$ cat src/pkg/smst_pkg.sv
// package of the clocked master serial transmitter: register map, fields, resets
// assumes a 32-bit apb slave; each register takes one word at four times its index
package smst_pkg;

  // register indices (byte address is four times the index)
  localparam logic [7:0] IDX_INTERRUPT_CONTROL = 8'h0b;
  localparam logic [7:0] IDX_PERIPHERAL_IRQ_FLAGS = 8'h0c;
  localparam logic [7:0] IDX_RECEIVE_STATUS_CONTROL = 8'h18;
  localparam logic [7:0] IDX_TRANSMIT_BUFFER = 8'h19;
  localparam logic [7:0] IDX_PERIPHERAL_IRQ_ENABLES = 8'h8c;
  localparam logic [7:0] IDX_TRANSMIT_STATUS_CONTROL = 8'h98;
  localparam logic [7:0] IDX_BAUD_DIVISOR = 8'h99;

  // transmit_status_control fields
  localparam int TXSC_CLOCK_SOURCE_MASTER = 7;
  localparam int TXSC_NINE_BIT_SELECT = 6;
  localparam int TXSC_TRANSMIT_ENABLE = 5;
  localparam int TXSC_CLOCKED_MODE = 4;
  localparam int TXSC_HIGH_SPEED = 2;
  localparam int TXSC_SHIFTER_EMPTY = 1;
  localparam int TXSC_NINTH_BIT = 0;

  // receive_status_control fields
  localparam int RXSC_SERIAL_PORT_ENABLE = 7;
  localparam int RXSC_NINE_BIT_RECEIVE = 6;
  localparam int RXSC_SINGLE_RECEIVE = 5;
  localparam int RXSC_CONTINUOUS_RECEIVE = 4;
  localparam int RXSC_ADDRESS_DETECT = 3;

  // flag and enable positions
  localparam int FLAG_TRANSMIT_BUFFER_EMPTY = 4;
  localparam int ENA_TRANSMIT_IRQ = 4;
  localparam logic [7:0] PIR_STORE_MASK = 8'h6f;

  // reset values
  localparam logic [7:0] RST_INTERRUPT_CONTROL = 8'h00;
  localparam logic [7:0] RST_PERIPHERAL_IRQ_FLAGS = 8'h00;
  localparam logic [7:0] RST_RECEIVE_STATUS_CONTROL = 8'h00;
  localparam logic [7:0] RST_TRANSMIT_BUFFER = 8'h00;
  localparam logic [7:0] RST_PERIPHERAL_IRQ_ENABLES = 8'h00;
  localparam logic [7:0] RST_TRANSMIT_STATUS_CONTROL = 8'h02;
  localparam logic [7:0] RST_BAUD_DIVISOR = 8'h00;

  // word lengths in shift clock periods
  localparam logic [3:0] WORD_BITS_8 = 4'h8;
  localparam logic [3:0] WORD_BITS_9 = 4'h9;

  // two-way shift clock and data pins, output side
  typedef struct packed {
    logic ck_out;
    logic ck_oe;
    logic dt_out;
    logic dt_oe;
  } smst_pins_s;

endpackage

$ cat src/smst_sync_tx.sv
// clocked master serial transmitter with apb register file
// assumes i_clk_sys at 100 MHz; the clock pin input is asynchronous and synchronised here, the data pin input is unused
//
// What this block does
// half-duplex: transmit and receive never together
// clocked mode entered by clocked_mode_select bit
// serial_port_enable assigns clock and data pins
// clock_source_master drives shift clock out
// shift register reloads only after last bit
// one-cycle load empties buffer, sets flag
// empty flag cleared only by buffer write
// irq request when flag and enable set
// shifter_empty_flag read-only, polled, no irq
// transmit_enable enables; waits for buffered data
// bit presented on rise, stable at fall
// baud generator reset while all enables clear
// buffer written before enable still transmits
// empty shifter takes write at once
// clearing transmit_enable aborts, releases both pins
// receive enable aborts, releases data only
// single receive done clears enable, resumes
// nine-bit mode sends ninth_transmit_bit
// ninth bit captured at buffer load
// software sets up in documented order
// least significant bit first, ninth last
//
// Chosen here: the APB interface to the registers.
`timescale 1ns/10ps

module smst_sync_tx
  import smst_pkg::*;
#(
  parameter int ADDR_W = 12
) (
  // clock, reset, enable
  input wire logic i_clk_sys,
  input wire logic i_rst_n,
  input wire logic i_ce,
  // apb slave
  input wire logic i_psel,
  input wire logic i_penable,
  input wire logic i_pwrite,
  input wire logic [ADDR_W-1:0] i_paddr,
  input wire logic [31:0] i_pwdata,
  output logic [31:0] o_prdata,
  output logic o_pready,
  output logic o_pslverr,
  // shift clock and data pins
  input wire logic i_ck_in,
  input wire logic i_dt_in,
  output smst_pins_s o_pins,
  // transmit interrupt request
  output logic o_tx_irq
);

  ////////////////////////////////////////////////////////////////////////////
  // register decode

  function automatic logic smst_mapped(input logic [ADDR_W-1:0] a);
    logic hit;
    hit = 1'b0;
    if (a[ADDR_W-1:10] == '0) begin
      unique case (a[9:2])
        IDX_INTERRUPT_CONTROL, IDX_PERIPHERAL_IRQ_FLAGS,
        IDX_RECEIVE_STATUS_CONTROL, IDX_TRANSMIT_BUFFER,
        IDX_PERIPHERAL_IRQ_ENABLES, IDX_TRANSMIT_STATUS_CONTROL,
        IDX_BAUD_DIVISOR: hit = 1'b1;
        default: hit = 1'b0;
      endcase
    end
    return hit;
  endfunction

  function automatic logic smst_wr(input logic [ADDR_W-1:0] a, input logic [7:0] idx);
    return a[ADDR_W-1:10] == '0 && a[9:2] == idx;
  endfunction

  logic acc_w;
  logic wr_w;
  logic [7:0] wd_w;
  assign acc_w = i_psel && i_penable && i_ce;
  assign wr_w = acc_w && i_pwrite;
  assign wd_w = i_pwdata[7:0];
  assign o_pready = i_ce;
  assign o_pslverr = i_psel && i_penable && !smst_mapped(i_paddr);

  logic wr_interrupt_control_w;
  logic wr_pir_w;
  logic wr_rxsc_w;
  logic wr_buf_w;
  logic wr_pie_w;
  logic wr_txsc_w;
  logic wr_baud_w;
  assign wr_interrupt_control_w = wr_w && smst_wr(i_paddr, IDX_INTERRUPT_CONTROL);
  assign wr_pir_w = wr_w && smst_wr(i_paddr, IDX_PERIPHERAL_IRQ_FLAGS);
  assign wr_rxsc_w = wr_w && smst_wr(i_paddr, IDX_RECEIVE_STATUS_CONTROL);
  assign wr_buf_w = wr_w && smst_wr(i_paddr, IDX_TRANSMIT_BUFFER);
  assign wr_pie_w = wr_w && smst_wr(i_paddr, IDX_PERIPHERAL_IRQ_ENABLES);
  assign wr_txsc_w = wr_w && smst_wr(i_paddr, IDX_TRANSMIT_STATUS_CONTROL);
  assign wr_baud_w = wr_w && smst_wr(i_paddr, IDX_BAUD_DIVISOR);

  ////////////////////////////////////////////////////////////////////////////
  // software registers

  logic [7:0] interrupt_control_reg;
  logic [7:0] pir_keep_reg;
  logic [7:0] pie_reg;
  logic [7:0] txsc_reg;
  logic [7:0] rxsc_reg;
  logic [7:0] baud_div_reg;
  logic single_receive_enable_clr_w;

  always_ff @(posedge i_clk_sys) begin
    if (!i_rst_n) begin
      interrupt_control_reg <= RST_INTERRUPT_CONTROL;
      pir_keep_reg <= RST_PERIPHERAL_IRQ_FLAGS;
      pie_reg <= RST_PERIPHERAL_IRQ_ENABLES;
      txsc_reg <= RST_TRANSMIT_STATUS_CONTROL;
      baud_div_reg <= RST_BAUD_DIVISOR;
    end else if (i_ce) begin
      if (wr_interrupt_control_w) begin
        interrupt_control_reg <= wd_w;
      end
      if (wr_pir_w) begin
        pir_keep_reg <= wd_w & PIR_STORE_MASK;
      end
      if (wr_pie_w) begin
        pie_reg <= wd_w;
      end
      if (wr_txsc_w) begin
        txsc_reg <= wd_w & ~8'h0a; // status bit and bit 3 not stored
      end
      if (wr_baud_w) begin
        baud_div_reg <= wd_w;
      end
    end
  end

  // single-word receive end clears its enable; a same-cycle write wins
  always_ff @(posedge i_clk_sys) begin
    if (!i_rst_n) begin
      rxsc_reg <= RST_RECEIVE_STATUS_CONTROL;
    end else if (i_ce) begin
      if (wr_rxsc_w) begin
        rxsc_reg <= wd_w & 8'hf8;
      end else if (single_receive_enable_clr_w) begin
        rxsc_reg[RXSC_SINGLE_RECEIVE] <= 1'b0;
      end
    end
  end

  logic clock_source_master_w;
  logic tx9_w;
  logic transmit_enable_w;
  logic rx_en_w;
  logic port_on_w;
  logic rx_active_w;
  assign clock_source_master_w = txsc_reg[TXSC_CLOCK_SOURCE_MASTER];
  assign tx9_w = txsc_reg[TXSC_NINE_BIT_SELECT];
  assign transmit_enable_w = txsc_reg[TXSC_TRANSMIT_ENABLE];
  assign rx_en_w = rxsc_reg[RXSC_SINGLE_RECEIVE] || rxsc_reg[RXSC_CONTINUOUS_RECEIVE];
  // clocked mode and port enable together claim the pins
  assign port_on_w = txsc_reg[TXSC_CLOCKED_MODE] && rxsc_reg[RXSC_SERIAL_PORT_ENABLE];
  assign rx_active_w = port_on_w && rx_en_w;

  ////////////////////////////////////////////////////////////////////////////
  // clock pin synchroniser and external clock edges

  logic ck_s1_reg;
  logic ck_s2_reg;
  logic ck_s3_reg;

  always_ff @(posedge i_clk_sys) begin
    if (!i_rst_n) begin
      ck_s1_reg <= 1'b0;
      ck_s2_reg <= 1'b0;
      ck_s3_reg <= 1'b0;
    end else if (i_ce) begin
      ck_s1_reg <= i_ck_in;
      ck_s2_reg <= ck_s1_reg;
      ck_s3_reg <= ck_s2_reg;
    end
  end

  ////////////////////////////////////////////////////////////////////////////
  // baud generator and shift clock

  logic [7:0] baud_cnt_reg;
  logic ck_reg;
  logic tsr_full_reg;
  logic bg_run_w;
  logic tick_w;
  logic tx_shift_w;
  logic busy_w;
  logic rise_w;
  logic fall_w;

  assign bg_run_w = transmit_enable_w || rx_en_w;
  assign tick_w = bg_run_w && baud_cnt_reg == baud_div_reg;
  assign tx_shift_w = port_on_w && transmit_enable_w && tsr_full_reg && !rx_active_w;
  assign busy_w = tx_shift_w || rx_active_w;
  assign rise_w = clock_source_master_w ? (tick_w && busy_w && !ck_reg) : (ck_s2_reg && !ck_s3_reg);
  assign fall_w = clock_source_master_w ? (tick_w && busy_w && ck_reg) : (!ck_s2_reg && ck_s3_reg);

  always_ff @(posedge i_clk_sys) begin
    if (!i_rst_n) begin
      baud_cnt_reg <= 8'h00;
    end else if (i_ce) begin
      if (!bg_run_w || tick_w) begin
        baud_cnt_reg <= 8'h00;
      end else begin
        baud_cnt_reg <= baud_cnt_reg + 8'h01;
      end
    end
  end

  always_ff @(posedge i_clk_sys) begin
    if (!i_rst_n) begin
      ck_reg <= 1'b0;
    end else if (i_ce) begin
      if (!bg_run_w || !busy_w) begin
        ck_reg <= 1'b0;
      end else if (clock_source_master_w && tick_w) begin
        ck_reg <= !ck_reg;
      end
    end
  end

  ////////////////////////////////////////////////////////////////////////////
  // transmit buffer and empty flag

  logic [7:0] txbuf_reg;
  logic buf_full_reg;
  logic transmit_buffer_empty_flag_reg;
  logic load_w;

  assign load_w = !tsr_full_reg && buf_full_reg && transmit_enable_w;

  always_ff @(posedge i_clk_sys) begin
    if (!i_rst_n) begin
      txbuf_reg <= RST_TRANSMIT_BUFFER;
      buf_full_reg <= 1'b0;
    end else if (i_ce) begin
      if (wr_buf_w) begin
        txbuf_reg <= wd_w;
        buf_full_reg <= 1'b1;
      end else if (load_w) begin
        buf_full_reg <= 1'b0;
      end
    end
  end

  // a write in the load cycle refills the buffer, so the flag stays clear
  always_ff @(posedge i_clk_sys) begin
    if (!i_rst_n) begin
      transmit_buffer_empty_flag_reg <= 1'b0;
    end else if (i_ce) begin
      if (wr_buf_w) begin
        transmit_buffer_empty_flag_reg <= 1'b0;
      end else if (load_w) begin
        transmit_buffer_empty_flag_reg <= 1'b1;
      end
    end
  end

  assign o_tx_irq = transmit_buffer_empty_flag_reg && pie_reg[ENA_TRANSMIT_IRQ];

  ////////////////////////////////////////////////////////////////////////////
  // transmit shift register

  logic [8:0] tsr_reg;
  logic [3:0] bits_left_reg;
  logic dt_reg;

  always_ff @(posedge i_clk_sys) begin
    if (!i_rst_n) begin
      tsr_reg <= 9'h000;
      tsr_full_reg <= 1'b0;
      bits_left_reg <= 4'h0;
      dt_reg <= 1'b0;
    end else if (i_ce) begin
      if (!transmit_enable_w) begin
        tsr_full_reg <= 1'b0;
        bits_left_reg <= 4'h0;
        dt_reg <= 1'b0;
      end else if (load_w) begin
        tsr_reg <= {tx9_w && txsc_reg[TXSC_NINTH_BIT], txbuf_reg};
        tsr_full_reg <= 1'b1;
        bits_left_reg <= tx9_w ? WORD_BITS_9 : WORD_BITS_8;
      end else if (tx_shift_w && rise_w) begin
        dt_reg <= tsr_reg[0];
        tsr_reg <= {1'b0, tsr_reg[8:1]};
      end else if (tx_shift_w && fall_w) begin
        bits_left_reg <= bits_left_reg - 4'h1;
        if (bits_left_reg == 4'h1) begin
          tsr_full_reg <= 1'b0;
        end
      end
    end
  end

  ////////////////////////////////////////////////////////////////////////////
  // receive bit counting, only to end a single-word receive

  logic [3:0] rx_cnt_reg;
  logic [3:0] rx_len_w;
  assign rx_len_w = rxsc_reg[RXSC_NINE_BIT_RECEIVE] ? WORD_BITS_9 : WORD_BITS_8;
  assign single_receive_enable_clr_w = rx_active_w && fall_w && !rxsc_reg[RXSC_CONTINUOUS_RECEIVE]
    && rx_cnt_reg == rx_len_w - 4'h1;

  always_ff @(posedge i_clk_sys) begin
    if (!i_rst_n) begin
      rx_cnt_reg <= 4'h0;
    end else if (i_ce) begin
      if (!rx_active_w || single_receive_enable_clr_w) begin
        rx_cnt_reg <= 4'h0;
      end else if (fall_w) begin
        rx_cnt_reg <= rx_cnt_reg + 4'h1;
      end
    end
  end

  ////////////////////////////////////////////////////////////////////////////
  // pins

  always_comb begin
    o_pins.ck_out = ck_reg;
    o_pins.ck_oe = port_on_w && clock_source_master_w && bg_run_w;
    o_pins.dt_out = dt_reg;
    o_pins.dt_oe = port_on_w && transmit_enable_w && !rx_active_w;
  end

  ////////////////////////////////////////////////////////////////////////////
  // read data, captured in the setup phase

  logic [7:0] rd_w;
  always_comb begin
    rd_w = 8'h00;
    if (i_paddr[ADDR_W-1:10] == '0) begin
      unique case (i_paddr[9:2])
        IDX_INTERRUPT_CONTROL: rd_w = interrupt_control_reg;
        IDX_PERIPHERAL_IRQ_FLAGS: begin
          rd_w = pir_keep_reg;
          rd_w[FLAG_TRANSMIT_BUFFER_EMPTY] = transmit_buffer_empty_flag_reg;
        end
        IDX_RECEIVE_STATUS_CONTROL: rd_w = rxsc_reg;
        IDX_TRANSMIT_BUFFER: rd_w = txbuf_reg;
        IDX_PERIPHERAL_IRQ_ENABLES: rd_w = pie_reg;
        IDX_TRANSMIT_STATUS_CONTROL: begin
          rd_w = txsc_reg;
          rd_w[TXSC_SHIFTER_EMPTY] = !tsr_full_reg;
        end
        IDX_BAUD_DIVISOR: rd_w = baud_div_reg;
        default: rd_w = 8'h00;
      endcase
    end
  end

  always_ff @(posedge i_clk_sys) begin
    if (!i_rst_n) begin
      o_prdata <= 32'h0000_0000;
    end else if (i_ce && i_psel && !i_penable) begin
      o_prdata <= {24'h00_0000, rd_w};
    end
  end
endmodule

$ cat config.mk
export PLATFORM = sky130hd
export DESIGN_NAME = smst_sync_tx
export DESIGN_NICKNAME = d
export VERILOG_FILES = /design/src/pkg/smst_pkg.sv /design/src/smst_sync_tx.sv
export SDC_FILE = /design/constraint.sdc
export NUM_CORES = 1
export LEC_CHECK = 0
export BUFFER_PORTS_ARGS = -buffer_cell sky130_fd_sc_hd__buf_2
export CAP_MARGIN = 20
export CORE_ASPECT_RATIO = 2
export CORE_MARGIN = 10
export CORE_UTILIZATION = 25
export DETAILED_ROUTE_END_ITERATION = 6
export GPL_TIMING_DRIVEN = 0
export MAX_ROUTING_LAYER = met4
export RECOVER_POWER = 50
export SLEW_MARGIN = 20
export SYNTH_ARGS = -nofsm -noshare
export SYNTH_HDL_FRONTEND = slang
export SYNTH_SLANG_ARGS = --single-unit
$ cat constraint.sdc
create_clock -name i_clk_sys -period 6.38 [get_ports i_clk_sys]
set_input_delay 1.276 -clock i_clk_sys [delete_from_list [all_inputs] [get_ports i_clk_sys]]
set_output_delay 1.276 -clock i_clk_sys [all_outputs]
set_load 0.005 [all_outputs]
==> metrics.yaml <==
status:
  violations: "max-capacitance violations, max-slew violations"
  outcome: "complete, but fails checks"
sta:
  finClkSkew_ns: 0.0124
  hold_violations: 0
  rsz0062_at_grt: "no"
  fmaxAchievable_mhz: 250
  maxSlewViolCount: 9
  setup_ws_ns: 2.38
  worstMarginPinSlew_ns: 1.63
  fin_crit_ns: 4.00
  timing.final.setup_violations: 0
  slew-limit-headroom_pct: -9.41
  fin_crit_sh_pct: 62.7
  setup_tns_ns: 0
logic_synthesis:
  synth_top_family_by_area: "simple AND/OR/NAND/NOR gates"
  synth_seq_area_share_pct: 38.6
  synth-simple-area-share_pct: 22.3
  synth_common_cells: "90 x dfxtp_1, 61 x nor2b_1, 57 x mux2i_1, 31 x nand2_1, 31 x nor2_1"
  synth.most_common_cell: "dfxtp_1"
  synth_mux_area_share_pct: 15.1
  netlist_area_sq_mm: 0.00467
  synth_compound_area_share_pct: 12.3
  synth_seq_cells: 90
  synth-edff-count: 0
  synth-adder-area-share_pct: 1.07
  yosysWarnings: 0
  async_flop_share_pct: 0
  synthTopCellsByArea: "dfxtp_1 39%, mux2i_1 12%, nor2b_1 8.2%"
  postSynthCellCount: 500
  synth.distinct_cells: 59
  synth.top_cell.area_share_pct: 38.6
  synth-xor-area-share_pct: 3.56
  avgSynthCellArea_sq_um: 9.34
  yosysTopAreaCell: "dfxtp_1"
  dominantRegCellSynth: "dfxtp_1"
global_route:
  grt_pass1_vias: 3775
  grt_start_max_net_pins: 17
  grt_pass1_wl_mm: 21.1
  grt.overflow.total: 0
  track_usage_pct: 11.6
  antenna_found_initial: 0
critical_path:
  worstSetupEndpointType: "output pin"
  crit_fanout: 7
  arrival_ns: 2.72
  startpoint_type: "primary input"
  path_cells: "buf_2 -> or3b_1 -> clkbuf_1 -> a2111oi_0 -> nor2_1 -> buf_2"
  crit_buf_inv: 3
  slowest_delay_ns: 0.56
  cp.depth: 6
  path_class: "in -> out"
  reg2reg_depth: 7
  cp_slowest_cell: "a2111oi_0"
  cp.required_ns: 5.10
  crit_top_cell: "buf_2"
  critPathTopFamily: "compound AO/OA/AOI/OAI gates"
power_and_ir_drop:
  ir_worst_vdd_v: 0.000129
  p_int_w: 0.000914
  swShare_pct: 23.7
  p_sw_w: 0.000283
  leakage_nw: 2.00
  power_w: 0.00120
  clock_power_share_pct: 46.6
  p_comb_share_pct: 6.1
  powerDensity_mw_per_mm2: 218
  power_frac_seq_pct: 47.3
floorplan:
  die_height_microns: 213
  die-area_sq_mm: 0.0249
  initial_utilization_pct: 25.5
  core_sq_mm: 0.0183
  ioPinCount: 91
  die_w_microns: 117
  rows: 70
finish:
  utilization_pct: 30.0
  drive_above_1_share_pct: 15.4
  largest_reg_flops: 9
  area_delta_synth_final_pct: 17.7
  final_cell_area_sq_mm: 0.00550
  fin_nets: 629
  antennaDiodeCount: 0
clock_tree:
  insertion_delay_ns: 0.36
  holdBufCountCts: 0
  root_buffer: "clkbuf_16"
  cts_post_setup_buffers_inserted: 0
  clkSlewWorstSetupHoldPaths_ns: 0.06
  htreeDepth: 3
  cts_buffer_depth: 2
  cts_sinks: 90
  ctsResizeCount: 0
  cts_tree: "yes"
  cts_buffers: 9
place:
  gp_congestion: 0.841
  port_buffers: 39
  hpwl_mm: 11.0
  dp_slack_ns: 2.42
  placed_area_sq_mm: 0.00522
route:
  drc: 0
  vias_per_cell: 4.73
  first_pass_iters: 5
  routedWlPerCell_microns: 17.3
  num_vias: 3752
  antenna_left: 0
  drt_iter0_drc: 201
  wl_mm: 13.8
job:
  max_cap_viol_count: 1
hold_path:
  hold_depth: 2
  holdCritPathClass: "reg -> reg"
## path summary, 6_finish.rpt
kind / start / end / slack, ns
setup / recovery: i_paddr[7] / o_pslverr / 2.38
hold / removal: o_prdata[4] / o_prdata[4] / 0.45
setup reg to reg: rxsc_reg[7] / tsr_reg[6] / 3.87
hold reg to reg: o_prdata[4] / o_prdata[4] / 0.45
## cells by family after synthesis
logic type / Yosys count
AND/OR/NAND/NOR: 182
XOR/XNOR: 19
AO/OA/AOI/OAI: 82
buffers and inverters: 57
adder cells (fa/ha/maj): 4
multiplexers: 65
flip-flops: 90
other: 1
## metrics by stage
| step | cells | hold WS, ns |
|---|---|---|
| 6_report | 794 | 0.450 |
| 5_1_grt | 794 | 0.483 |
| 4_1_cts | 794 | 0.454 |
| 3_5_place_dp | 778 | 0.439 |
| 3_3_place_gp | 778 | 0.431 |
| 2_1_floorplan | 523 | 0.446 |
## worst min-delay path: cells and delay by family (launching register included)
family,cells,cell delay (ns)
AO/OA/AOI/OAI,1,0.05
flip-flops,1,0.32
AND/OR/NAND/NOR,1,0.04
## power by group through the flow
stage / Clock, W / Combinational (W) / Sequential (W)
final: 0.000558 / 0.0000725 / 0.000566
after global routing: 0.000594 / 0.0000800 / 0.000566
after CTS: 0.000571 / 0.0000721 / 0.000566
after detailed placement: 0 / 0.0000718 / 0.000579
after global placement: 0 / 0.0000717 / 0.000579
after floorplan: 0 / 0.0000446 / 0.000578
## metal layers
layer / vias to the layer above / GRT usage (%) / share of wire, %
li1: 1870 / - / -
met1: 1716 / 10.1 / 34
met2: 128 / 21.4 / 55
met3: 38 / 2.16 / 4.9
met4: 0 / 8.18 / 5.8
met5: - / - / 0
## cell usage in the layout, fill, tap and decap left out, types with 4 or more instances in the layout
master	netlist	routed
dfxtp_1	90	90
nor2b_1	61	61
mux2i_1	57	57
nor2_1	31	32
nand2_1	31	31
clkbuf_1	16	31
buf_2	4	31
buf_4	28	24
conb_1	1	24
o21ai_0	19	20
a21oi_1	14	14
xnor2_1	12	12
nand3_1	10	10
o211a_1	9	9
clkbuf_16	0	9
nand4_1	7	7
xor2_1	7	7
inv_1	6	6
nand2b_1	6	6
o21a_1	5	5
and2_1	4	4
nor3_1	3	4
and4_1	4	4
a21boi_0	4	4
mux4_2	4	4
a222oi_1	4	4
mux2_2	4	4
a22oi_1	4	4
o2bb2ai_1	4	4
a221oi_1	4	4
ha_1	4	4
## layout make-up
cell class | instances | area (sq um)
Buffer | 51 | 297
Clock buffer | 10 | 239
Clock inverter | 6 | 71.3
Fill cell | 1886 | 12800
Inverter | 6 | 22.5
Multi-Input combinational cell | 376 | 2610
Sequential cell | 90 | 1800
Tap cell | 216 | 270
Timing Repair Buffer | 39 | 181
No activity file was read; power rests on OpenSTA's default activity.
